## src/timer_defs.svh

```systemverilog
/*
 * Register offsets, field positions, reset values and divider counts of
 * the periodic timer.  Assumes a 32-bit APB bus with one byte-wide
 * register in the low lane of each aligned word.
 */
`ifndef TIMER_DEFS_SVH
`define TIMER_DEFS_SVH

// ****************************************************************
// Register byte addresses.
// ****************************************************************
`define OFF_CTRL0         8'h00
`define OFF_CTRL1         8'h04
`define OFF_CAPCLR        8'h08
`define OFF_COUNT_LO      8'h0C
`define OFF_COUNT_HI      8'h10
`define OFF_CMPA_LO       8'h14
`define OFF_CMPA_HI       8'h18
`define OFF_CMPB_LO       8'h1C
`define OFF_CMPB_HI       8'h20
`define OFF_PERIOD_LO     8'h24
`define OFF_PERIOD_HI     8'h28
`define OFF_INSRC         8'h2C

// ****************************************************************
// Field positions.
// ****************************************************************
`define C0_PAUSE          7
`define C0_CKSEL_HI       6
`define C0_CKSEL_LO       4
`define C0_ON             3
`define C1_MODE_HI        7
`define C1_MODE_LO        6
`define C1_PF_HI          5
`define C1_PF_LO          4
`define C1_OC             3
`define C1_INV            2
`define C1_CAPTS          1
`define C1_CCLR           0
`define C2_TCLR_HI        2
`define C2_TCLR_LO        1
`define C2_VLF            0
`define INSRC_LINE        6

// ****************************************************************
// Reset values and counter limits.
// ****************************************************************
`define RST_BYTE          8'h00
`define RST_VALUE         10'h000
`define COUNT_MAX         10'h3FF

// ****************************************************************
// Divider counts.
// ****************************************************************
`define DIV_SYS_LAST      2'h3
`define DIV_H16_LAST      4'hF
`define DIV_H64_LAST      6'h3F

`endif

```

## src/timer_types_pkg.sv

```systemverilog
/*
 * Types shared by the periodic timer modules.
 * Assumes nothing of its surroundings.
 */
package timer_types_pkg;

  typedef logic [9:0] count_t;
  typedef logic [2:0] clk_sel_t;

  typedef enum {
    MODE_COMPARE,
    MODE_CAPTURE,
    MODE_PWM,
    MODE_TIMER
  } mode_e;

endpackage

```

## src/timer_clock_source.sv

```systemverilog
/*
 * Counter clock source selection for the periodic timer: produces a
 * one-cycle tick enable from the system clock, the high and sub clock
 * tick inputs or the edges of the external clock pin.  Assumes all inputs
 * are synchronous to pclk and that the tick inputs are one-cycle pulses.
 */
`timescale 1ns/1ps
`include "timer_defs.svh"

module timer_clock_source (
  input  wire logic                      pclk,
  input  wire logic                      presetn,
  input  wire logic                      run,
  input  wire timer_types_pkg::clk_sel_t clock_select,
  input  wire logic                      high_clk_tick,
  input  wire logic                      sub_clk_tick,
  input  wire logic                      ext_clock_pin,
  output logic                           timer_tick
);
  import timer_types_pkg::*;

  logic [1:0] sys_div;
  logic [5:0] high_div;
  logic       ext_q;
  logic       next_tick;

  // ****************************************************************
  // Dividers.
  // ****************************************************************
  always_ff @(posedge pclk or negedge presetn) begin
    if (!presetn) begin
      sys_div  <= 2'h0;
      high_div <= 6'h00;
      ext_q    <= 1'b0;
    end else begin
      sys_div <= sys_div + 2'h1;
      if (high_clk_tick) begin
        high_div <= high_div + 6'h01;
      end
      ext_q <= ext_clock_pin;
    end
  end

  // ****************************************************************
  // Source selection.
  // ****************************************************************
  // clock source decode.
  always_comb begin
    case (clock_select)
      3'h0:    next_tick = (sys_div == `DIV_SYS_LAST);
      3'h1:    next_tick = 1'b1;
      3'h2:    next_tick = high_clk_tick &&
                           (high_div[3:0] == `DIV_H16_LAST);
      3'h3:    next_tick = high_clk_tick && (high_div == `DIV_H64_LAST);
      3'h4:    next_tick = sub_clk_tick;
      3'h5:    next_tick = sub_clk_tick;
      3'h6:    next_tick = ext_clock_pin && !ext_q;
      3'h7:    next_tick = !ext_clock_pin && ext_q;
      default: next_tick = 1'b0;
    endcase
  end

  always_ff @(posedge pclk or negedge presetn) begin
    if (!presetn) begin
      timer_tick <= 1'b0;
    end else begin
      timer_tick <= run && next_tick;
    end
  end

endmodule // timer_clock_source

```

## src/periodic_timer_module.sv

```systemverilog
/*
 * Ten-bit periodic timer with comparators A and P, compare output, PWM,
 * single pulse, capture and timer modes, reached over APB.
 * Assumes APB master signals synchronous to pclk, pin inputs synchronous
 * to pclk, and one-cycle tick pulses for the high and sub clocks.
 */
// Added by the designer: the register offsets and the APB slave port.
`timescale 1ns/1ps
`include "timer_defs.svh"

// Contract
// - Ten-bit up counter on selected clock.
// - Comparators A and P match all bits.
// - Counter clear raises interrupt event.
// - On rise clears count; fall stops, holds.
// - Pause holds count, resumes on release.
// - Clock select field decode.
// - Output to initial level on on-rise, except timer, capture modes.
// - Mode select field decode.
// - Compare mode A match drives pin.
// - No change if request equals initial.
// - PWM mode pin function decode.
// - Units 1,2 capture edge select.
// - Unit 0 capture into compare A.
// - Unit 0 edge split into A, B.
// - Output level control per mode.
// - Output invert except timer, capture modes.
// - Capture source select.
// - Clear select picks A or P/overflow.
// - Clear select ignored in PWM, capture.
// - Compare B, capture clear unit 0 only.
// - Count readable; value registers byte pairs.
// - Capture edges may clear counter.
// - Latch edge flag records capture edge.
module periodic_timer_module #(
  parameter bit UNIT_ZERO = 1'b1
) (
  input  wire logic        pclk,
  input  wire logic        presetn,
  input  wire logic        psel,
  input  wire logic        penable,
  input  wire logic        pwrite,
  input  wire logic [7:0]  paddr,
  input  wire logic [31:0] pwdata,
  input  wire logic [3:0]  pstrb,
  output logic      [31:0] prdata,
  output logic             pready,
  output logic             pslverr,
  input  wire logic        high_clk_tick,
  input  wire logic        sub_clk_tick,
  input  wire logic        ext_clock_pin,
  input  wire logic        capture_input_pin,
  input  wire logic        line_comparator_out,
  output logic             timer_output_pin,
  output logic             match_a_event,
  output logic             match_p_event
);
  import timer_types_pkg::*;

  logic                  counter_pause;
  clk_sel_t              clock_select;
  logic                  counter_on;
  logic [1:0]            mode_select;
  logic [1:0]            pin_function;
  logic                  output_level_control;
  logic                  output_invert;
  logic                  capture_source_select;
  logic                  clear_select;
  logic [1:0]            capture_clear_select;
  logic                  latch_edge_flag;
  logic                  input_source_select;
  count_t                compare_a;
  count_t                compare_b;
  count_t                period_value;
  count_t                count;
  logic                  on_q;
  logic                  trig_q;
  logic                  out_level;
  logic                  timer_tick;
  mode_e                 mode;
  logic                  wr;
  logic                  on_rise;
  logic                  on_fall;
  logic                  a_hit;
  logic                  p_hit;
  logic                  clr_tick;
  logic                  single;
  logic                  trig;
  logic                  trig_rise;
  logic                  trig_fall;
  logic                  cap_fire;
  logic                  cap_clr;
  logic                  hw_off;
  logic [8:0]            rd;

  // ****************************************************************
  // Decoding helpers.
  // ****************************************************************
  // mode decode.
  function automatic mode_e decode_mode(input logic [1:0] m);
    case (m)
      2'h0:    decode_mode = MODE_COMPARE;
      2'h1:    decode_mode = MODE_CAPTURE;
      2'h2:    decode_mode = MODE_PWM;
      default: decode_mode = MODE_TIMER;
    endcase
  endfunction

  function automatic logic hit(input logic [7:0] a, input logic [7:0] o);
    hit = (a == o);
  endfunction

  assign mode = decode_mode(mode_select);
  assign wr   = psel && penable && pready && pwrite && pstrb[0];

  // ****************************************************************
  // APB handshake and read data.
  // ****************************************************************
  // register read map.
  always_comb begin
    rd = {1'b1, 8'h00};
    if (hit(paddr, `OFF_CTRL0)) begin
      rd[7:0] = {counter_pause, clock_select, counter_on, 3'h0};
    end else if (hit(paddr, `OFF_CTRL1)) begin
      rd[7:0] = {mode_select, pin_function, output_level_control,
                 output_invert, capture_source_select, clear_select};
    end else if (hit(paddr, `OFF_COUNT_LO)) begin
      rd[7:0] = count[7:0];
    end else if (hit(paddr, `OFF_COUNT_HI)) begin
      rd[7:0] = {6'h00, count[9:8]};
    end else if (hit(paddr, `OFF_CMPA_LO)) begin
      rd[7:0] = compare_a[7:0];
    end else if (hit(paddr, `OFF_CMPA_HI)) begin
      rd[7:0] = {6'h00, compare_a[9:8]};
    end else if (hit(paddr, `OFF_PERIOD_LO)) begin
      rd[7:0] = period_value[7:0];
    end else if (hit(paddr, `OFF_PERIOD_HI)) begin
      rd[7:0] = {6'h00, period_value[9:8]};
    end else if (UNIT_ZERO && hit(paddr, `OFF_CAPCLR)) begin
      rd[7:0] = {5'h00, capture_clear_select, latch_edge_flag};
    end else if (UNIT_ZERO && hit(paddr, `OFF_CMPB_LO)) begin
      rd[7:0] = compare_b[7:0];
    end else if (UNIT_ZERO && hit(paddr, `OFF_CMPB_HI)) begin
      rd[7:0] = {6'h00, compare_b[9:8]};
    end else if (UNIT_ZERO && hit(paddr, `OFF_INSRC)) begin
      rd[7:0] = {1'b0, input_source_select, 6'h00};
    end else begin
      rd[8] = 1'b0;
    end
  end

  always_ff @(posedge pclk or negedge presetn) begin
    if (!presetn) begin
      pready  <= 1'b0;
      pslverr <= 1'b0;
      prdata  <= 32'h0000_0000;
    end else begin
      pready  <= psel && penable && !pready;
      pslverr <= psel && penable && !pready && !rd[8];
      if (psel && penable && !pready && !pwrite) begin
        prdata <= {24'h00_0000, rd[7:0]};
      end
    end
  end

  // ****************************************************************
  // Control registers.
  // ****************************************************************
  // hardware stop at the end of a single pulse.
  assign hw_off = single && a_hit;

  always_ff @(posedge pclk or negedge presetn) begin
    if (!presetn) begin
      counter_pause <= 1'b0;
      clock_select  <= 3'h0;
      counter_on    <= 1'b0;
    end else if (wr && hit(paddr, `OFF_CTRL0)) begin
      counter_pause <= pwdata[`C0_PAUSE];
      clock_select  <= pwdata[`C0_CKSEL_HI:`C0_CKSEL_LO];
      counter_on    <= pwdata[`C0_ON];
    end else if (hw_off) begin
      counter_on <= 1'b0;
    end
  end

  always_ff @(posedge pclk or negedge presetn) begin
    if (!presetn) begin
      mode_select           <= 2'h0;
      pin_function          <= 2'h0;
      output_level_control  <= 1'b0;
      output_invert         <= 1'b0;
      capture_source_select <= 1'b0;
      clear_select          <= 1'b0;
    end else if (wr && hit(paddr, `OFF_CTRL1)) begin
      mode_select           <= pwdata[`C1_MODE_HI:`C1_MODE_LO];
      pin_function          <= pwdata[`C1_PF_HI:`C1_PF_LO];
      output_level_control  <= pwdata[`C1_OC];
      output_invert         <= pwdata[`C1_INV];
      capture_source_select <= pwdata[`C1_CAPTS];
      clear_select          <= pwdata[`C1_CCLR];
    end
  end

  always_ff @(posedge pclk or negedge presetn) begin
    if (!presetn) begin
      capture_clear_select <= 2'h0;
      input_source_select  <= 1'b0;
    end else if (UNIT_ZERO && wr && hit(paddr, `OFF_CAPCLR)) begin
      capture_clear_select <= pwdata[`C2_TCLR_HI:`C2_TCLR_LO];
    end else if (UNIT_ZERO && wr && hit(paddr, `OFF_INSRC)) begin
      input_source_select <= pwdata[`INSRC_LINE];
    end
  end

  // ****************************************************************
  // Compare values and capture latching.
  // ****************************************************************
  // capture trigger source.
  assign trig = capture_source_select ? ext_clock_pin :
                (UNIT_ZERO && input_source_select) ? line_comparator_out :
                capture_input_pin;
  assign trig_rise = trig && !trig_q;
  assign trig_fall = !trig && trig_q;

  always_comb begin
    case (pin_function)
      2'h0:    cap_fire = trig_rise;
      2'h1:    cap_fire = trig_fall;
      2'h2:    cap_fire = trig_rise || trig_fall;
      default: cap_fire = 1'b0;
    endcase
    cap_fire = cap_fire && counter_on && (mode == MODE_CAPTURE);
  end

  always_comb begin
    case (capture_clear_select)
      2'h1:    cap_clr = trig_rise;
      2'h2:    cap_clr = trig_fall;
      2'h3:    cap_clr = trig_rise || trig_fall;
      default: cap_clr = 1'b0;
    endcase
    cap_clr = cap_clr && UNIT_ZERO && counter_on &&
              (mode == MODE_CAPTURE);
  end

  always_ff @(posedge pclk or negedge presetn) begin
    if (!presetn) begin
      trig_q <= 1'b0;
    end else begin
      trig_q <= trig;
    end
  end

  always_ff @(posedge pclk or negedge presetn) begin
    if (!presetn) begin
      compare_a       <= `RST_VALUE;
      compare_b       <= `RST_VALUE;
      latch_edge_flag <= 1'b0;
    end else if (cap_fire) begin
      latch_edge_flag <= trig_rise;
      // split rising into B, falling into A.
      if (UNIT_ZERO && capture_clear_select != 2'h0 && trig_rise) begin
        compare_b <= count;
      end else begin
        compare_a <= count;
      end
    end else if (wr && hit(paddr, `OFF_CMPA_LO)) begin
      compare_a[7:0] <= pwdata[7:0];
    end else if (wr && hit(paddr, `OFF_CMPA_HI)) begin
      compare_a[9:8] <= pwdata[1:0];
    end else if (UNIT_ZERO && wr && hit(paddr, `OFF_CMPB_LO)) begin
      compare_b[7:0] <= pwdata[7:0];
    end else if (UNIT_ZERO && wr && hit(paddr, `OFF_CMPB_HI)) begin
      compare_b[9:8] <= pwdata[1:0];
    end
  end

  always_ff @(posedge pclk or negedge presetn) begin
    if (!presetn) begin
      period_value <= `RST_VALUE;
    end else if (wr && hit(paddr, `OFF_PERIOD_LO)) begin
      period_value[7:0] <= pwdata[7:0];
    end else if (wr && hit(paddr, `OFF_PERIOD_HI)) begin
      period_value[9:8] <= pwdata[1:0];
    end
  end

  // ****************************************************************
  // Counter.
  // ****************************************************************
  // pause stops the counter clock.
  timer_clock_source u_clock_source (
    .pclk          (pclk),
    .presetn       (presetn),
    .run           (counter_on && !counter_pause),
    .clock_select  (clock_select),
    .high_clk_tick (high_clk_tick),
    .sub_clk_tick  (sub_clk_tick),
    .ext_clock_pin (ext_clock_pin),
    .timer_tick    (timer_tick)
  );

  assign on_rise = counter_on && !on_q;
  assign on_fall = !counter_on && on_q;
  assign single  = (mode == MODE_PWM) && (pin_function == 2'h3);

  // comparator A, ignored at zero in compare and timer modes.
  // checked only on a counter tick.
  assign a_hit = timer_tick && counter_on && !counter_pause &&
                 (count == compare_a) && (mode != MODE_CAPTURE) &&
                 !((mode == MODE_COMPARE || mode == MODE_TIMER) &&
                   compare_a == `RST_VALUE);

  // period zero means overflow; no P event with A clearing.
  assign p_hit = timer_tick && counter_on && !counter_pause && !single &&
                 ((period_value == `RST_VALUE) ? (count == `COUNT_MAX) :
                  (count == period_value)) &&
                 !((mode == MODE_COMPARE || mode == MODE_TIMER) &&
                   clear_select);

  // clear select only in compare and timer modes.
  assign clr_tick = ((mode == MODE_COMPARE || mode == MODE_TIMER) &&
                     clear_select) ? a_hit : p_hit;

  always_ff @(posedge pclk or negedge presetn) begin
    if (!presetn) begin
      on_q <= 1'b0;
    end else begin
      on_q <= counter_on;
    end
  end

  always_ff @(posedge pclk or negedge presetn) begin
    if (!presetn) begin
      count <= `RST_VALUE;
    end else if (on_rise || cap_clr) begin
      count <= `RST_VALUE;
    end else if (timer_tick && counter_on && !counter_pause && !hw_off) begin
      count <= clr_tick ? `RST_VALUE : count + 10'h001;
    end
  end

  always_ff @(posedge pclk or negedge presetn) begin
    if (!presetn) begin
      match_a_event <= 1'b0;
      match_p_event <= 1'b0;
    end else begin
      match_a_event <= a_hit || cap_fire;
      match_p_event <= p_hit;
    end
  end

  // ****************************************************************
  // Output waveform.
  // ****************************************************************
  always_ff @(posedge pclk or negedge presetn) begin
    if (!presetn) begin
      out_level <= 1'b0;
    end else if (on_rise && mode != MODE_TIMER && mode != MODE_CAPTURE) begin
      out_level <= output_level_control;
    end else if (mode == MODE_COMPARE && a_hit) begin
      // same level gives no visible change.
      case (pin_function)
        2'h1:    out_level <= 1'b0;
        2'h2:    out_level <= 1'b1;
        2'h3:    out_level <= !out_level;
        default: out_level <= out_level;
      endcase
    end else if (single) begin
      if (a_hit || on_fall) begin
        out_level <= !output_level_control;
      end
    end else if (mode == MODE_PWM) begin
      case (pin_function)
        2'h0:    out_level <= !output_level_control;
        2'h1:    out_level <= output_level_control;
        default: out_level <= (count < compare_a) ? output_level_control :
                              !output_level_control;
      endcase
    end
  end

  always_ff @(posedge pclk or negedge presetn) begin
    if (!presetn) begin
      timer_output_pin <= 1'b0;
    end else if (mode == MODE_TIMER || mode == MODE_CAPTURE) begin
      timer_output_pin <= 1'b0;
    end else begin
      timer_output_pin <= out_level ^ output_invert;
    end
  end

endmodule // periodic_timer_module

```

## config.mk

```make
export PLATFORM = sky130hd
export DESIGN_NAME = periodic_timer_module
export DESIGN_NICKNAME = d
export VERILOG_FILES = /design/src/timer_types_pkg.sv /design/src/timer_clock_source.sv /design/src/periodic_timer_module.sv
export VERILOG_INCLUDE_DIRS = /design/src
export SDC_FILE = /design/constraint.sdc
export NUM_CORES = 1
export LEC_CHECK = 0
export BUFFER_PORTS_ARGS = -buffer_cell sky130_fd_sc_hd__buf_4
export CAP_MARGIN = 10
export CORE_UTILIZATION = 30
export DETAILED_ROUTE_END_ITERATION = 7
export PLACE_DENSITY = 0.51
export SYNTH_ARGS = -nofsm -noshare
export SYNTH_HDL_FRONTEND = slang
export SYNTH_SLANG_ARGS = --single-unit
```

## constraint.sdc

```tcl
create_clock -name pclk -period 3.6 [get_ports pclk]
set_clock_uncertainty 0.05 [all_clocks]
set_input_delay 0.72 -clock pclk [delete_from_list [all_inputs] [get_ports pclk]]
set_output_delay 0.72 -clock pclk [all_outputs]
set_load 0.005 [all_outputs]
```

# Word level (Yosys, flattened, before mapping)
# Index checks and enable logic that the tools add are counted.
dict set report totals {
  input_bits 54
  register_bits 83
  output_inout_bits 37
  elab_cells 234
}
dict set report op_classes {
  n_reduce_logical 93
  order_cmp 1
  add_sub_neg 3
  eq_ne 44
  mux 58
  bitwise 3
}
# operator n
set op_table {}
lappend op_table {{$mux 8} 12}
lappend op_table {{$mux 10} 9}
lappend op_table {{$logic_and 1x1->1} 48}
lappend op_table {{$eq 8x5->1 const B} 4}
lappend op_table {{$eq 8x6->1 const B} 4}
lappend op_table {{$logic_not 32->1} 1}
lappend op_table {{$mux 1} 25}
lappend op_table {{$eq 10x10->1} 2}
lappend op_table {{$logic_not 10->1} 2}
lappend op_table {{$eq 2x2->1 const B} 8}
lappend op_table {{$eq 8x4->1 const B} 2}
lappend op_table {{$logic_not 1->1} 16}
lappend op_table {{$mux 7} 2}
lappend op_table {{$reduce_bool 2->1} 7}
lappend op_table {{$eq 3x3->1 const B} 4}
lappend op_table {{$add 10x1->10 const B} 1}
lappend op_table {{$eq 10x10->1 const B} 1}
lappend op_table {{$lt 10x10->1} 1}
lappend op_table {{$ne 2x2->1 const B} 5}
lappend op_table {{$pmux 1 s3} 3}
lappend op_table {{$eq 2x1->1 const B} 4}
lappend op_table {{$eq 8x3->1 const B} 1}
lappend op_table {{$logic_not 8->1} 1}
lappend op_table {{$mux 2} 4}
lappend op_table {{23 further kinds} 35}

# Longest topological paths before layout
# Gate-level depths: netlist of the first run.
dict set report logic_depth {
  depth_word 15
  mapped_depth 12
  mapped_depth_nobuf 11
}

# By module
# A second synthesis of the first run with hierarchy kept.
dict set report hier_totals {
  cells_unflattened 560
  area_unflattened_um2 5141.2
}
# mod cells_per_inst seq_area_each_um2 instances area_each_um2
set by_module_without_submodules {}
lappend by_module_without_submodules {periodic_timer_module 524 1826.8 1 4712.0}
lappend by_module_without_submodules {timer_clock_source 36 250.2 1 429.2}

# Worst setup path after synthesis of the first run
# No wires, ideal clock.
dict set report synth_timing {
  path_type {input-to-reg}
  from {input line_comparator_out}
  to {register compare_b[0]}
  slack_ns 0.965
  required_ns 3.471
  cell_stages 11
  arrival_ns 2.505
  setup_time_ns 0.079
  path_buffers 0
  path_cell_list {mux2i_1 > o21a_1 > inv_1 > ha_1 > nor2b_1 > a21oi_1 > nor2_1 > o211ai_1 > and2_1 > a21oi_2 > mux2i_1}
}
dict set report synth_between {
  elab_chain_len 10
  elab_cells_between_ends 16
  classes_between {eq/ne: 3; mux: 4; reduce/logical: 9}
}
# element line_no
set synth_rtl {}
lappend synth_rtl {{start, declared} periodic_timer_module.sv:53} ;# input wire logic line_comparator_out,
lappend synth_rtl {{$mux 1 *} periodic_timer_module.sv:220} ;# (UNIT_ZERO && input_source_select) ? line_comparator_out :
lappend synth_rtl {{$mux 1 *} periodic_timer_module.sv:219} ;# assign trig = capture_source_select ? ext_clock_pin :
lappend synth_rtl {{net trig} periodic_timer_module.sv:88} ;# logic trig;
lappend synth_rtl {{$logic_not 1->1} periodic_timer_module.sv:223} ;# assign trig_fall = !trig && trig_q;
lappend synth_rtl {{$logic_and 1x1->1} periodic_timer_module.sv:223}
lappend synth_rtl {{$logic_or 1x1->1} periodic_timer_module.sv:229} ;# 2'h2: cap_fire = trig_rise || trig_fall;
lappend synth_rtl {{$pmux 1 s3} periodic_timer_module.sv:226} ;# case (pin_function)
lappend synth_rtl {{$logic_and 1x1->1 (2 in a row)} periodic_timer_module.sv:232} ;# cap_fire = cap_fire && counter_on && (mode == MODE_CAPTURE);
lappend synth_rtl {{$ne 2x1->1 (no source line) (tied with other cells)} n/a}
lappend synth_rtl {{$reduce_and 4->1 (no source line)} n/a}
lappend synth_rtl {{end signal, assigned} periodic_timer_module.sv:257} ;# compare_b <= `RST_VALUE;
lappend synth_rtl {{end signal, assigned} periodic_timer_module.sv:263} ;# compare_b <= count;
lappend synth_rtl {{end signal, assigned} periodic_timer_module.sv:272} ;# compare_b[7:0] <= pwdata[7:0];
lappend synth_rtl {{end, declared} periodic_timer_module.sv:73} ;# count_t compare_b;
# The timed path passes the listed nets; every way through them passes the cells marked *.
# A chain may end at the register's enable or synchronous reset.

# Final worst setup path of the first run
dict set report layout_timing {
  from {register input_source_select}
  to {register compare_a[0]}
}
dict set report layout_between {
  elab_chain_len 10
  elab_cells_between_ends 14
  classes_between {eq/ne: 1; mux: 4; reduce/logical: 9}
}
# element line_no
set layout_rtl {}
lappend layout_rtl {{start, declared} periodic_timer_module.sv:71} ;# logic input_source_select;
lappend layout_rtl {{start signal, assigned} periodic_timer_module.sv:211} ;# input_source_select <= pwdata[`INSRC_LINE];
lappend layout_rtl {{$mux 1 *} periodic_timer_module.sv:220}
lappend layout_rtl {{$mux 1 *} periodic_timer_module.sv:219}
lappend layout_rtl {{net trig} periodic_timer_module.sv:88}
lappend layout_rtl {{$logic_not 1->1} periodic_timer_module.sv:223}
lappend layout_rtl {{$logic_and 1x1->1} periodic_timer_module.sv:223}
lappend layout_rtl {{$logic_or 1x1->1} periodic_timer_module.sv:229}
lappend layout_rtl {{$pmux 1 s3} periodic_timer_module.sv:226}
lappend layout_rtl {{$logic_and 1x1->1 (2 in a row)} periodic_timer_module.sv:232}
lappend layout_rtl {{$ne 2x2->1 (no source line) or $reduce_bool 2->1 (tied branches)} n/a}
lappend layout_rtl {{$reduce_and 2->1 (no source line)} n/a}
lappend layout_rtl {{end signal, assigned} periodic_timer_module.sv:256} ;# compare_a <= `RST_VALUE;
lappend layout_rtl {{end signal, assigned} periodic_timer_module.sv:265} ;# compare_a <= count;
lappend layout_rtl {{end signal, assigned} periodic_timer_module.sv:268} ;# compare_a[7:0] <= pwdata[7:0];
lappend layout_rtl {{end, declared} periodic_timer_module.sv:72} ;# count_t compare_a;
# Marks and branches as above.

==> key figures, run 1 <==
Run status
  – Run status: completed

Logic synthesis
  – Mapped Cells: around 540
  – Share of synthesized area occupied by flip-flops and latches: between 40% and 50%
  – Biggest area consumer among synthesized cells: sky130_fd_sc_hd__dfrtp_1
  – Share of the synthesized area in the top cell type: 40.6%
  – Synthesized area per cell: 9.49 sq um
  – Post-synth ARST share: 100%
  – Number of distinct library cells after synthesis: 67
  – Most instantiated library cell after synthesis: sky130_fd_sc_hd__dfrtp_1
  – Top_reg_cell synth: sky130_fd_sc_hd__dfrtp_1
  – Top cells by area in the synthesized netlist: sky130_fd_sc_hd__dfrtp_1 (41%), sky130_fd_sc_hd__mux2_2 (5.9%), sky130_fd_sc_hd__mux2i_1 (5.3%), sky130_fd_sc_hd__ha_1 (4.6%), sky130_fd_sc_hd__buf_4 (3.8%)
  – Synthesis-stage register bit count: 83
  – Most numerous cell types in the synthesized netlist: sky130_fd_sc_hd__dfrtp_1 (83), sky130_fd_sc_hd__inv_1 (45), sky130_fd_sc_hd__nor2_1 (43), sky130_fd_sc_hd__nand2_1 (37), sky130_fd_sc_hd__a21oi_1 (33)
  – Synth warn: 0
  – Combined area of all synthesized cells: 5120 sq um
  – Number of enable-type register cells in the synthesized netlist: 0

CTS
  – Longest Clk Path Bufs: 2
  – Buffers inserted during post-CTS setup optimization: 0
  – Count of instances resized after the clock tree is built: 0
  – Hold buffers post-CTS: 0
  – Cell at the root of the clock tree: sky130_fd_sc_hd__clkbuf_16
  – CTS tree: yes
  – Clock-pin transition on the worst setup and hold timing paths: 0.06 ns
  – Clock buffer count from CTS: 9
  – Clk sink count: 83
  – Clock network latency to the later pin of the worst-skew pair: 0.35 ns
  – H-tree depth: 3

Drt
  – Number of vias in the routed layout: between 4,000 and 5,000
  – Residual DRC count: 0
  – Starting DRT DRC Count: 311
  – Antenna Nets Post-Route: 0
  – Wire length per cell: roughly 20 microns
  – Ratio of routed vias to standard cells: about 5.3
  – First-pass DRT Iterations: 5
  – Total detailed-routing wirelength: between 15 and 20 mm

STA
  – Aggregate negative setup slack: 0 ns
  – Highest achievable clock rate: 338 MHz
  – Final critical-path required period: 2.96 ns
  – Slew at the pin closest to its max-slew limit: 1.07 ns
  – RSZ-0062 raised after global routing: false
  – Final setup violation count: 0
  – Final clock period utilization by the worst path: 82.1%
  – Hold violation total from the final report: 0
  – Rel. slew slack: roughly 28%
  – Number of slew-limit violations in the final report: 0

Placement
  – DPL Wire Length: 11.8 mm
  – Number of placed cells counting well taps: around 800
  – Final Wtd Congestion: 0.890
  – Count of input and output buffers: 39

Floorplanning
  – Full die area: 17,600 sq um
  – Number of primary I/O pins: 91
  – Height of the die: 133 microns
  – Core Footprint: between 15,000 and 20,000 sq um
  – Die span in x: 133 microns
  – Initial Utilization: between 30% and 40%
  – Row count: 47

Setup path
  – Worst endpoint data arrival time: 3.17 ns
  – Endpoint kind of the worst setup timing path: register
  – Worst path required time: 3.82 ns
  – Critical-path top delay cell: sky130_fd_sc_hd__o211ai_1
  – Largest fanout on the critical path: 8
  – CP Buf/Inv Count: 1
  – Delay of the slowest cell on the worst path: 0.53 ns
  – Crit path cell chain: mux2i_1 > o21a_1 > inv_1 > ha_1 > nor2b_1 > a21oi_1 > nor2_1 > o211ai_1 > nor2b_1 > a31oi_4 > mux2i_1
  – Startpoint type of the worst setup path: register
  – Kind of cell adding the most delay to the critical path: compound AO/OA/AOI/OAI gates
  – Start-to-end type of the worst setup path: reg2reg
  – R2R Setup Slk: 0.64 ns

Final layout
  – Fillcell total: about 1,700
  – Final Non-Filler Cells: 815
  – Antenna fix cells: 0
  – Area grow syn2layout: 16.5%
  – Proportion of layout cells with a drive suffix above 1: 20.2%
  – Nets: 663

Pwr
  – Static Leakage: 2.87 nW
  – Worst-case vdd ir drop: about 0.23 mV
  – PD cells: between 300 and 400 nW/um^2

GRT
  – Remaining Overflow, GRT: 0
  – Via count of the first global-routing pass: between 4,000 and 5,000
  – Initial antenna violation count: 0
  – First-pass GRT wire length: 24.5 mm
  – Largest net degree at the start of global routing: 84
  – GRT Resource Usage Total: 18.7%

Hold path
  – Type of the tightest min-delay check: reg2reg

Run
  – Max-cap violation count: 0
==> where the power goes <==
part / internal, mW / switching (mW) / leakage [nW]
registers: 0.991 / 0.0478 / 0.993
clock network: 0.556 / 0.390 / 0.148
logic: 0.108 / 0.133 / 1.73
==> sequential cells by signal (all words and copies together), names as in the netlist, 2 cells and up <==
name and flops:
capture_clear_select 2, prdata 8, u_clock_source.sys_div 2, period_value 10, clock_select 3, count 10
u_clock_source.high_div 6, mode_select 2, compare_b 10, compare_a 10, pin_function 2
==> path summary, 6_finish.rpt <==
kind	startpoint	endpoint	cells after the start
worst max-delay path	input_source_select	compare_a[0]	11
worst min-delay path	u_clock_source.sys_div[0]	u_clock_source.sys_div[0]	1
worst max register to register	input_source_select	compare_a[0]	11
worst min register to register	u_clock_source.sys_div[0]	u_clock_source.sys_div[0]	1
max in group asynchronous	presetn	count[8]	1
min in group asynchronous	presetn	u_clock_source.high_div[1]	1
==> placed cells by master (no fill, tap or decap), drive strengths merged, types with 24 or more instances in the layout <==
master | netlist | final
dfrtp | 83 | 83
buf | 35 | 55
inv | 45 | 45
nor2 | 44 | 44
nand2 | 37 | 37
a21oi | 36 | 36
o21ai | 29 | 29
mux2 | 27 | 27
mux2i | 27 | 27
conb | 1 | 24
==> logic make-up after synthesis <==
family                     count (synthesis)  synth area share (%)
buffers and inverters                     83                  8.31
and+or+nand+nor                          163                  16.2
muxes                                     55                  11.7
other                                      1                0.0733
xor gates and xnor gates                   9                  1.54
DFF                                       83                  40.6
adders and majority gates                 19                  4.65
AOI/OAI and AO/OA                        126                  17.0
==> layout make-up <==
cell class                      instances  area (sq um)  share of cell area, %
Timing Repair Buffer                   55           425                   7.13
Sequential cell                        83          2080                   34.8
Clock buffer                           10           239                   4.01
Multi-Input combinational cell        396          2710                   45.5
Tap cell                              220           275                   4.62
Inverter                               45           169                   2.83
Clock inverter                          6          65.1                   1.09
==> through the flow <==
step	area (sq um)	total power, mW	setup slack (ns)	utilization [%]	hold slack [ns]
floorplan	5200	1.19	0.965	-	0.351
global placement	5660	1.29	0.405	34.0	0.362
detailed placement	5660	1.30	0.370	34.0	0.366
CTS	5960	2.26	0.711	35.8	0.374
global route	5960	2.32	0.457	35.8	0.432
finish	5960	2.23	0.645	35.8	0.370
==> metal layers <==
metal | GRT usage, % | vias up | wire (microns)
li1 | - | 2000 | -
met1 | 26.5 | 2142 | 7610
met2 | 28.9 | 134 | 7160
met3 | 2.72 | 22 | 770
met4 | 7.09 | 0 | 293
met5 | 0 | - | 0
(Power assumes the default switching activity.)
==> inputs of run 2 (changes only) <==
--- a/config.mk
+++ b/config.mk
@@ -10,7 +10,7 @@
 export CAP_MARGIN = 10
 export CORE_UTILIZATION = 30
 export DETAILED_ROUTE_END_ITERATION = 7
-export PLACE_DENSITY = 0.51
+export PLACE_DENSITY = 0.53
 export SYNTH_ARGS = -nofsm -noshare
 export SYNTH_HDL_FRONTEND = slang
 export SYNTH_SLANG_ARGS = --single-unit
==> constraint.sdc (replaced) <==
create_clock -name pclk -period 2.5 [get_ports pclk]
set_clock_uncertainty 0.05 [all_clocks]
set_input_delay 0.5 -clock pclk [delete_from_list [all_inputs] [get_ports pclk]]
set_output_delay 0.5 -clock pclk [all_outputs]
set_load 0.005 [all_outputs]
==> key figures, run 2 (synthesis gave the netlist of run 1 again) <==
Run status
  – Run status: completed

Drt
  – Ratio of routed vias to standard cells: 5.22 (-1.0%)
  – Top sig layer: met4
  – Total detailed-routing wirelength: 16.6 mm (+4.7%)
  – Met3 routed WL: 867 microns (+13%)
  – Number of vias in the routed layout: 4,552 (+5.9%)
  – Met1 wire length: 7.63 mm (+0.28%)
  – Residual DRC count: 0 (unchanged)
  – First-pass DRT Iterations: 6 (+1)
  – Starting DRT DRC Count: 489 (+57%)
  – Routed wl met2: 7.77 mm (+8.6%)
  – Wire length per cell: 19.0 microns (-2.2%)
  – Antenna Nets Post-Route: 0 (unchanged)

Setup path
  – Kind of cell adding the most delay to the critical path: compound AO/OA/AOI/OAI gates
  – CP Buf/Inv Count: 3 (+2)
  – Reg-to-reg startpoint: mode_select[0]
  – Start-to-end type of the worst setup path: reg2reg
  – Critical-path top delay cell: sky130_fd_sc_hd__dfrtp_1
  – Startpoint type of the worst setup path: register
  – Capture instance of the worst register-to-register path: count[7]
  – Endpoint kind of the worst setup timing path: register
  – Worst path required time: 2.68 ns (-1.14 ns)
  – Crit path cell chain: inv_1 > buf_4 > ha_1 > a32oi_2 > nand4_1 > a31oi_4 > a21oi_4 > buf_12 > and3_4 > a221o_1
  – Largest fanout on the critical path: 5 (-3)
  – Delay of the slowest cell on the worst path: 0.34 ns (-0.19 ns)
  – Number of cells on the worst reg-to-reg path: 10 (-1)
  – R2R Setup Slk: 0.07 ns (-0.58 ns)
  – Worst endpoint data arrival time: 2.61 ns (-0.56 ns)

Floorplanning
  – Die span in x: 133 microns (unchanged)
  – Row count: 47 (unchanged)
  – Height of the die: 133 microns (unchanged)
  – Initial Utilization: 30.7% (unchanged)
  – Number of primary I/O pins: 91 (unchanged)
  – Core Footprint: 16,600 sq um (unchanged)
  – Full die area: 17,600 sq um (unchanged)

CTS
  – H-tree depth: 3 (unchanged)
  – Clock-pin transition on the worst setup and hold timing paths: 0.07 ns (about the same)
  – CTS tree: yes
  – Clk sink count: 83 (unchanged)
  – Longest Clk Path Bufs: 2 (unchanged)
  – Clock network latency to the later pin of the worst-skew pair: 0.35 ns (about the same)
  – Clock buffer count from CTS: 9 (unchanged)
  – Hold buffers post-CTS: 0 (unchanged)
  – Cell at the root of the clock tree: sky130_fd_sc_hd__clkbuf_16

Pwr
  – Static Leakage: 3.15 nW (+10%)
  – Worst-case vdd ir drop: 0.399 mV (+74%)
  – Design Power: 3.29 mW (+48%)
  – PD cells: 495 nW/um^2 (+33%)

Final layout
  – Leading cell types in the layout, fill and taps excluded: sky130_fd_sc_hd__buf_4 (106), sky130_fd_sc_hd__dfrtp_1 (83), sky130_fd_sc_hd__nor2_1 (42)
  – Multi-input gate area: 2890 sq um (+6.5%)
  – Most common cell after layout, fill and taps aside: sky130_fd_sc_hd__buf_4
  – Post-route cell area: 6640 sq um (+11%)
  – Nets: 720 (+8.6%)
  – Area grow syn2layout: 29.7%
  – Sequential cell area: 2080 sq um (unchanged)
  – Antenna fix cells: 0 (unchanged)
  – Proportion of layout cells with a drive suffix above 1: 31.6% (+11 points)
  – Core Util, Final: 39.9% (+4.1 points)
  – Fillcell total: 1,672 (-0.060%)
  – Final Non-Filler Cells: 872 (+7.0%)

Hold path
  – Type of the tightest min-delay check: in2async

Placement
  – DPL Wire Length: 12.6 mm (+6.2%)
  – Count of input and output buffers: 39 (unchanged)
  – Number of placed cells counting well taps: 847 (+6.0%)
  – Worst setup timing slack at the placement stage: -0.327 ns (-0.696 ns)
  – Area after DPL: 6010 sq um (+6.3%)
  – Final Wtd Congestion: 0.913 (+2.5%)

STA
  – Final critical-path required period: 2.43 ns (-0.523 ns)
  – Smallest hold slack: 0.0647 ns (-0.306 ns)
  – Number of slew-limit violations in the final report: 0 (unchanged)
  – Rel. slew slack: 45.2% (+17 points)
  – Post-route setup slack: 0.0677 ns (-0.577 ns)
  – Highest achievable clock rate: 411 MHz (+21%)
  – Final clock period utilization by the worst path: 97.3% (+15 points)
  – RSZ-0062 raised after global routing: true
  – Aggregate negative setup slack: 0 ns (unchanged)
  – Final setup violation count: 0 (unchanged)
  – Hold violation total from the final report: 0 (unchanged)
  – Slew at the pin closest to its max-slew limit: 0.802 ns (-0.273 ns)

GRT
  – Via count of the first global-routing pass: 4,506 (+8.1%)
  – First-pass GRT wire length: 25.7 mm (+4.8%)
  – Remaining Overflow, GRT: 0 (unchanged)
  – Initial antenna violation count: 0 (unchanged)
  – GRT Resource Usage Total: 19.3% (+0.58 points)
  – Largest net degree at the start of global routing: 40 (-52%)

Run
  – Max-cap violation count: 0 (unchanged)
==> run 2: cell count changes in the layout (fill, tap and decap cells not counted), sizes merged <==
cell | before | now
inv | 45 | 49
buf | 55 | 110
clkinv | 4 | 1
clkbuf | 10 | 11
==> run 2: where the power goes <==
part           total (mW)  internal (mW)  leakage, nW  switching [mW]
combinational       0.393          0.185         2.01           0.208
sequential           1.49           1.43        0.993          0.0664
clock                1.40          0.791        0.147           0.613
==> run 2: per-layer routing <==
layer	up-vias	track usage, %
met3	17	2.53
met1	2239	26.7
met5	-	0
li1	2125	-
met2	171	31.1
met4	0	6.70
==> run 2: how the worst max path moves through the flow <==
| stage | from | to | cells past startpoint |
|---|---|---|---|
| floorplan | line_comparator_out | compare_b[0] | 11 |
| global placement | line_comparator_out | compare_b[5] | 12 |
| detailed placement | line_comparator_out | compare_b[7] | 12 |
| CTS | input_source_select | compare_a[2] | 13 |
| global route | compare_a[5] | count[7] | 11 |
| finish | mode_select[0] | count[7] | 10 |
==> run 2: final cells by class <==
type	count	share of cell area (%)
Multi-Input combinational cell	396	43.5
Sequential cell	83	31.3
Timing Repair Buffer	112	13.9
Tap cell	220	4.15
Clock buffer	9	3.39
Inverter	45	2.54
Clock inverter	7	1.23
==> run 2: repair_timing <==
action / CTS / global route
resized for setup: 4 / 33
pin swaps: 3 / 11
endpoints found under the setup margin: 22 / 31
gates cloned: 0 / 2
buffers inserted: 3 / 5
==> run 2: worst reg2reg max path, stage by stage (launching register included) <==
cell and delay (ns):
sky130_fd_sc_hd__dfrtp_1 0.34, sky130_fd_sc_hd__inv_1 0.08, sky130_fd_sc_hd__buf_4 0.15, sky130_fd_sc_hd__ha_1 0.25
sky130_fd_sc_hd__a32oi_2 0.25, sky130_fd_sc_hd__nand4_1 0.25, sky130_fd_sc_hd__a31oi_4 0.25, sky130_fd_sc_hd__a21oi_4 0.12
sky130_fd_sc_hd__buf_12 0.15, sky130_fd_sc_hd__and3_4 0.15, sky130_fd_sc_hd__a221o_1 0.26
==> inputs of run 3 (changes only) <==
--- a/config.mk
+++ b/config.mk
@@ -6,6 +6,7 @@
 export SDC_FILE = /design/constraint.sdc
 export NUM_CORES = 1
 export LEC_CHECK = 0
+export ABC_AREA = 1
 export BUFFER_PORTS_ARGS = -buffer_cell sky130_fd_sc_hd__buf_4
 export CAP_MARGIN = 10
 export CORE_UTILIZATION = 30
==> key figures, run 3 <==
Logic synthesis
  – Share of the synthesized area in the top cell type: 39.4% (-1.2 points)
  – Mapped Cells: 715 (+33%)
  – Most instantiated library cell after synthesis: sky130_fd_sc_hd__nand2_1
  – Synthesized area per cell: 7.37 sq um (-22%)
  – Number of distinct library cells after synthesis: 44 (-34%)
  – Post-synth ARST share: 100% (unchanged)
  – Top_reg_cell synth: sky130_fd_sc_hd__dfrtp_1
  – Complex-gate fraction of the synthesized area: 13.1% (-3.9 points)
  – Top cells by area in the synthesized netlist: sky130_fd_sc_hd__dfrtp_1 (39%), sky130_fd_sc_hd__nand2_1 (15%), sky130_fd_sc_hd__inv_1 (8.3%), sky130_fd_sc_hd__o21ai_0 (5.7%), sky130_fd_sc_hd__ha_1 (4.5%)
  – Area share of and/or/nand/nor cells after synthesis: 26.6% (+10 points)
  – Most numerous cell types in the synthesized netlist: sky130_fd_sc_hd__nand2_1 (205), sky130_fd_sc_hd__inv_1 (116), sky130_fd_sc_hd__dfrtp_1 (83), sky130_fd_sc_hd__o21ai_0 (60), sky130_fd_sc_hd__nand3_1 (42)
  – Biggest area consumer among synthesized cells: sky130_fd_sc_hd__dfrtp_1
  – Number of enable-type register cells in the synthesized netlist: 0 (unchanged)
  – Post-synthesis share of cell area spent on xor and xnor gates: 2.16% (+0.62 points)
  – Synthesis-stage register bit count: 83 (unchanged)
  – Adder and majority gate portion of the synthesized area: 4.51% (-0.14 points)
  – Share of synthesized area occupied by flip-flops and latches: 39.4% (-1.2 points)
  – Portion of netlist area occupied by mux cells: 0.854% (-11 points)
  – Combined area of all synthesized cells: 5270 sq um (+3.0%)
  – Synth warn: 0 (unchanged)
  – Main combinational cell family by area after synthesis: simple AND/OR/NAND/NOR gates

Placement
  – Count of input and output buffers: 39 (unchanged)
  – Final Wtd Congestion: 0.877 (-3.9%)
  – Number of placed cells counting well taps: 999 (+18%)
  – Worst setup timing slack at the placement stage: -0.223 ns (+0.103 ns)
  – DPL Wire Length: 12.0 mm (-4.4%)

CTS
  – Clock network latency to the later pin of the worst-skew pair: 0.36 ns (about the same)
  – Cell at the root of the clock tree: sky130_fd_sc_hd__clkbuf_16
  – CTS tree: yes
  – Count of instances resized after the clock tree is built: 0 (-4)
  – Clk sink count: 83 (unchanged)
  – Clock-pin transition on the worst setup and hold timing paths: 0.07 ns (about the same)
  – Buffers inserted during post-CTS setup optimization: 0 (-3)
  – H-tree depth: 3 (unchanged)
  – Hold buffers post-CTS: 0 (unchanged)
  – Clock buffer count from CTS: 9 (unchanged)
  – Longest Clk Path Bufs: 2 (unchanged)

STA
  – Hold violation total from the final report: 0 (unchanged)
  – Final setup violation count: 0 (unchanged)
  – Slew at the pin closest to its max-slew limit: 0.650 ns (-0.151 ns)
  – Post-route setup slack: 0.134 ns (+0.0663 ns)
  – Number of slew-limit violations in the final report: 0 (unchanged)
  – Final critical-path required period: 2.37 ns (-0.0663 ns)
  – Highest achievable clock rate: 423 MHz (+2.8%)
  – Rel. slew slack: 56.7% (+11 points)
  – Final clock period utilization by the worst path: 94.6% (-2.7 points)

Setup path
  – Worst endpoint data arrival time: 2.55 ns (-0.06 ns)
  – Crit. Startpoint: capture_source_select
  – Capture instance of the worst register-to-register path: compare_b[7]
  – Largest fanout on the critical path: 6 (+1)
  – Start-to-end type of the worst setup path: reg2reg
  – Reg-to-reg startpoint: capture_source_select
  – Worst path required time: 2.69 ns (about the same)
  – Endpoint kind of the worst setup timing path: register
  – Number of cells on the worst reg-to-reg path: 11 (+1)
  – Startpoint type of the worst setup path: register
  – R2R Setup Slk: 0.13 ns (+0.07 ns)

Final layout
  – Multi-input gate area: 2630 sq um (-9.0%)
  – Antenna fix cells: 0 (unchanged)
  – Proportion of layout cells with a drive suffix above 1: 16.3% (-15 points)
  – Leading cell types in the layout, fill and taps excluded: sky130_fd_sc_hd__nand2_1 (204), sky130_fd_sc_hd__inv_1 (116), sky130_fd_sc_hd__dfrtp_1 (83)
  – Fillcell total: 1,832 (+9.6%)
  – Nets: 860 (+19%)
  – Final Non-Filler Cells: 1,017 (+17%)
  – Most common cell after layout, fill and taps aside: sky130_fd_sc_hd__nand2_1
  – Core Util, Final: 36.8% (-3.1 points)
  – Sequential cell area: 2080 sq um (unchanged)
  – Area grow syn2layout: 20.4%

GRT
  – Met3 routing resource usage after global routing: 4.20% (+1.7 points)
  – GRT Resource Usage Total: 18.0% (-1.3 points)
  – Via count of the first global-routing pass: 4,348 (-3.5%)
  – GR peak layer: met1
  – Global routing met2 resource utilization: 26.0% (-5.1 points)
  – Remaining Overflow, GRT: 0 (unchanged)
  – Largest net degree at the start of global routing: 47 (+18%)
  – Initial antenna violation count: 0 (unchanged)
  – Met1 usage in global routing: 26.2% (-0.47 points)
  – First-pass GRT wire length: 24.4 mm (-4.7%)

Pwr
  – Share of power burned in registers: 47.6% (+2.2 points)
  – Internal Pwr Total: 2.26 mW (-6.0%)
  – Portion of total power attributed to combinational logic: 8.5% (-3.5 points)
  – Worst-case vdd ir drop: 0.283 mV (-29%)
  – Switch share: 26.0% (-0.95 points)
  – Static Leakage: 3.22 nW (+2.0%)
  – PD cells: 481 nW/um^2 (-2.9%)
  – Design Power: 3.05 mW (-7.2%)
  – Share of total power in the clock network: 43.8% (+1.1 points)
  – Total net switching power: 0.794 mW (-10%)

Run status
  – Run status: completed

Floorplanning
  – Row count: 48 (+2.1%)
  – Height of the die: 135 microns (+1.5%)
  – Die span in x: 135 microns (+1.5%)
  – Initial Utilization: 30.6% (-0.16 points)
  – Number of primary I/O pins: 91 (unchanged)
  – Core Footprint: 17,200 sq um (+3.6%)
  – Full die area: 18,100 sq um (+3.0%)

Drt
  – Number of vias in the routed layout: 4,823 (+6.0%)
  – Ratio of routed vias to standard cells: 4.74 (-9.2%)
  – First-pass DRT Iterations: 5 (-1)
  – Residual DRC count: 0 (unchanged)
  – Total detailed-routing wirelength: 15.7 mm (-5.5%)
  – Antenna Nets Post-Route: 0 (unchanged)
  – Starting DRT DRC Count: 381 (-22%)
  – Wire length per cell: 15.4 microns (-19%)

Hold path
  – Type of the tightest min-delay check: in2async

Run
  – Max-cap violation count: 0 (unchanged)
run 3: cell types whose count changed after synthesis, sizes merged, moves of 16 or more:
cell,change
mux2i,-27
nand2,+172
inv,+73
mux2,-23
o21ai,+43
a21oi,-16
nand3,+25
run 3: power groups by stage:
stage / registers, mW / clock network (mW) / logic, mW
2_1_floorplan: 1.47 / 0 / 0.164
5_1_grt: 1.46 / 1.43 / 0.297
3_5_place_dp: 1.48 / 0 / 0.256
3_3_place_gp: 1.48 / 0 / 0.254
6_report: 1.45 / 1.34 / 0.261
4_1_cts: 1.45 / 1.37 / 0.257
run 3: stage by stage:
| step | hold slack (ns) | cell area [sq um] | setup TNS (ns) |
|---|---|---|---|
| global placement | 0.367 | 5950 | -3.58 |
| floorplan | 0.154 | 5360 | 0 |
| detailed placement | 0.367 | 5950 | -4.41 |
| global route | 0.177 | 6350 | -0.0275 |
| CTS | 0.149 | 6250 | 0 |
| finish | 0.121 | 6350 | 0 |
run 3: per-layer routing:
| metal | share of wire (%) | vias to the layer above |
|---|---|---|
| met5 | 0 | - |
| met4 | 2.0 | 0 |
| met3 | 7.1 | 23 |
| met2 | 42 | 145 |
| met1 | 48 | 2281 |
| li1 | - | 2374 |
run 3: worst max path at each step:
stage	to	depth (start not counted)	slack, ns
finish	compare_b[7]	11	0.13
global route	compare_a[9]	14	-0.01
CTS	compare_a[0]	11	0.0002
detailed placement	compare_b[1]	10	-0.22
global placement	compare_a[0]	12	-0.20
floorplan	compare_b[7]	10	0.15
run 3: layout make-up:
class                   count  share of cell area, %
repair buffers             72                   9.66
multi-input cells         501                   41.4
clock buffers              11                   3.98
well taps                 225                   4.44
flip-flops and latches     83                   32.7
clock inverters             5                  0.690
inverters                 120                   7.10
run 3: cells by family after synthesis:
| logic type | Yosys count |
|---|---|
| other cells | 1 |
| compound gates | 118 |
| mux | 4 |
| xor+xnor | 13 |
| flops | 83 |
| buf+inv | 154 |
| fa+ha+maj | 19 |
| simple gates | 323 |
run 3: critical path: stages, from the launching register on:
cell                       delay (ns)
sky130_fd_sc_hd__dfrtp_1         0.39
sky130_fd_sc_hd__inv_1           0.18
sky130_fd_sc_hd__o211ai_1        0.16
sky130_fd_sc_hd__o21ai_2         0.13
sky130_fd_sc_hd__inv_1           0.07
sky130_fd_sc_hd__ha_1            0.20
sky130_fd_sc_hd__nand2_1         0.12
sky130_fd_sc_hd__o211ai_4        0.10
sky130_fd_sc_hd__o211ai_4        0.20
sky130_fd_sc_hd__nand3_2         0.15
sky130_fd_sc_hd__nand2_4         0.15
sky130_fd_sc_hd__mux2_2          0.34
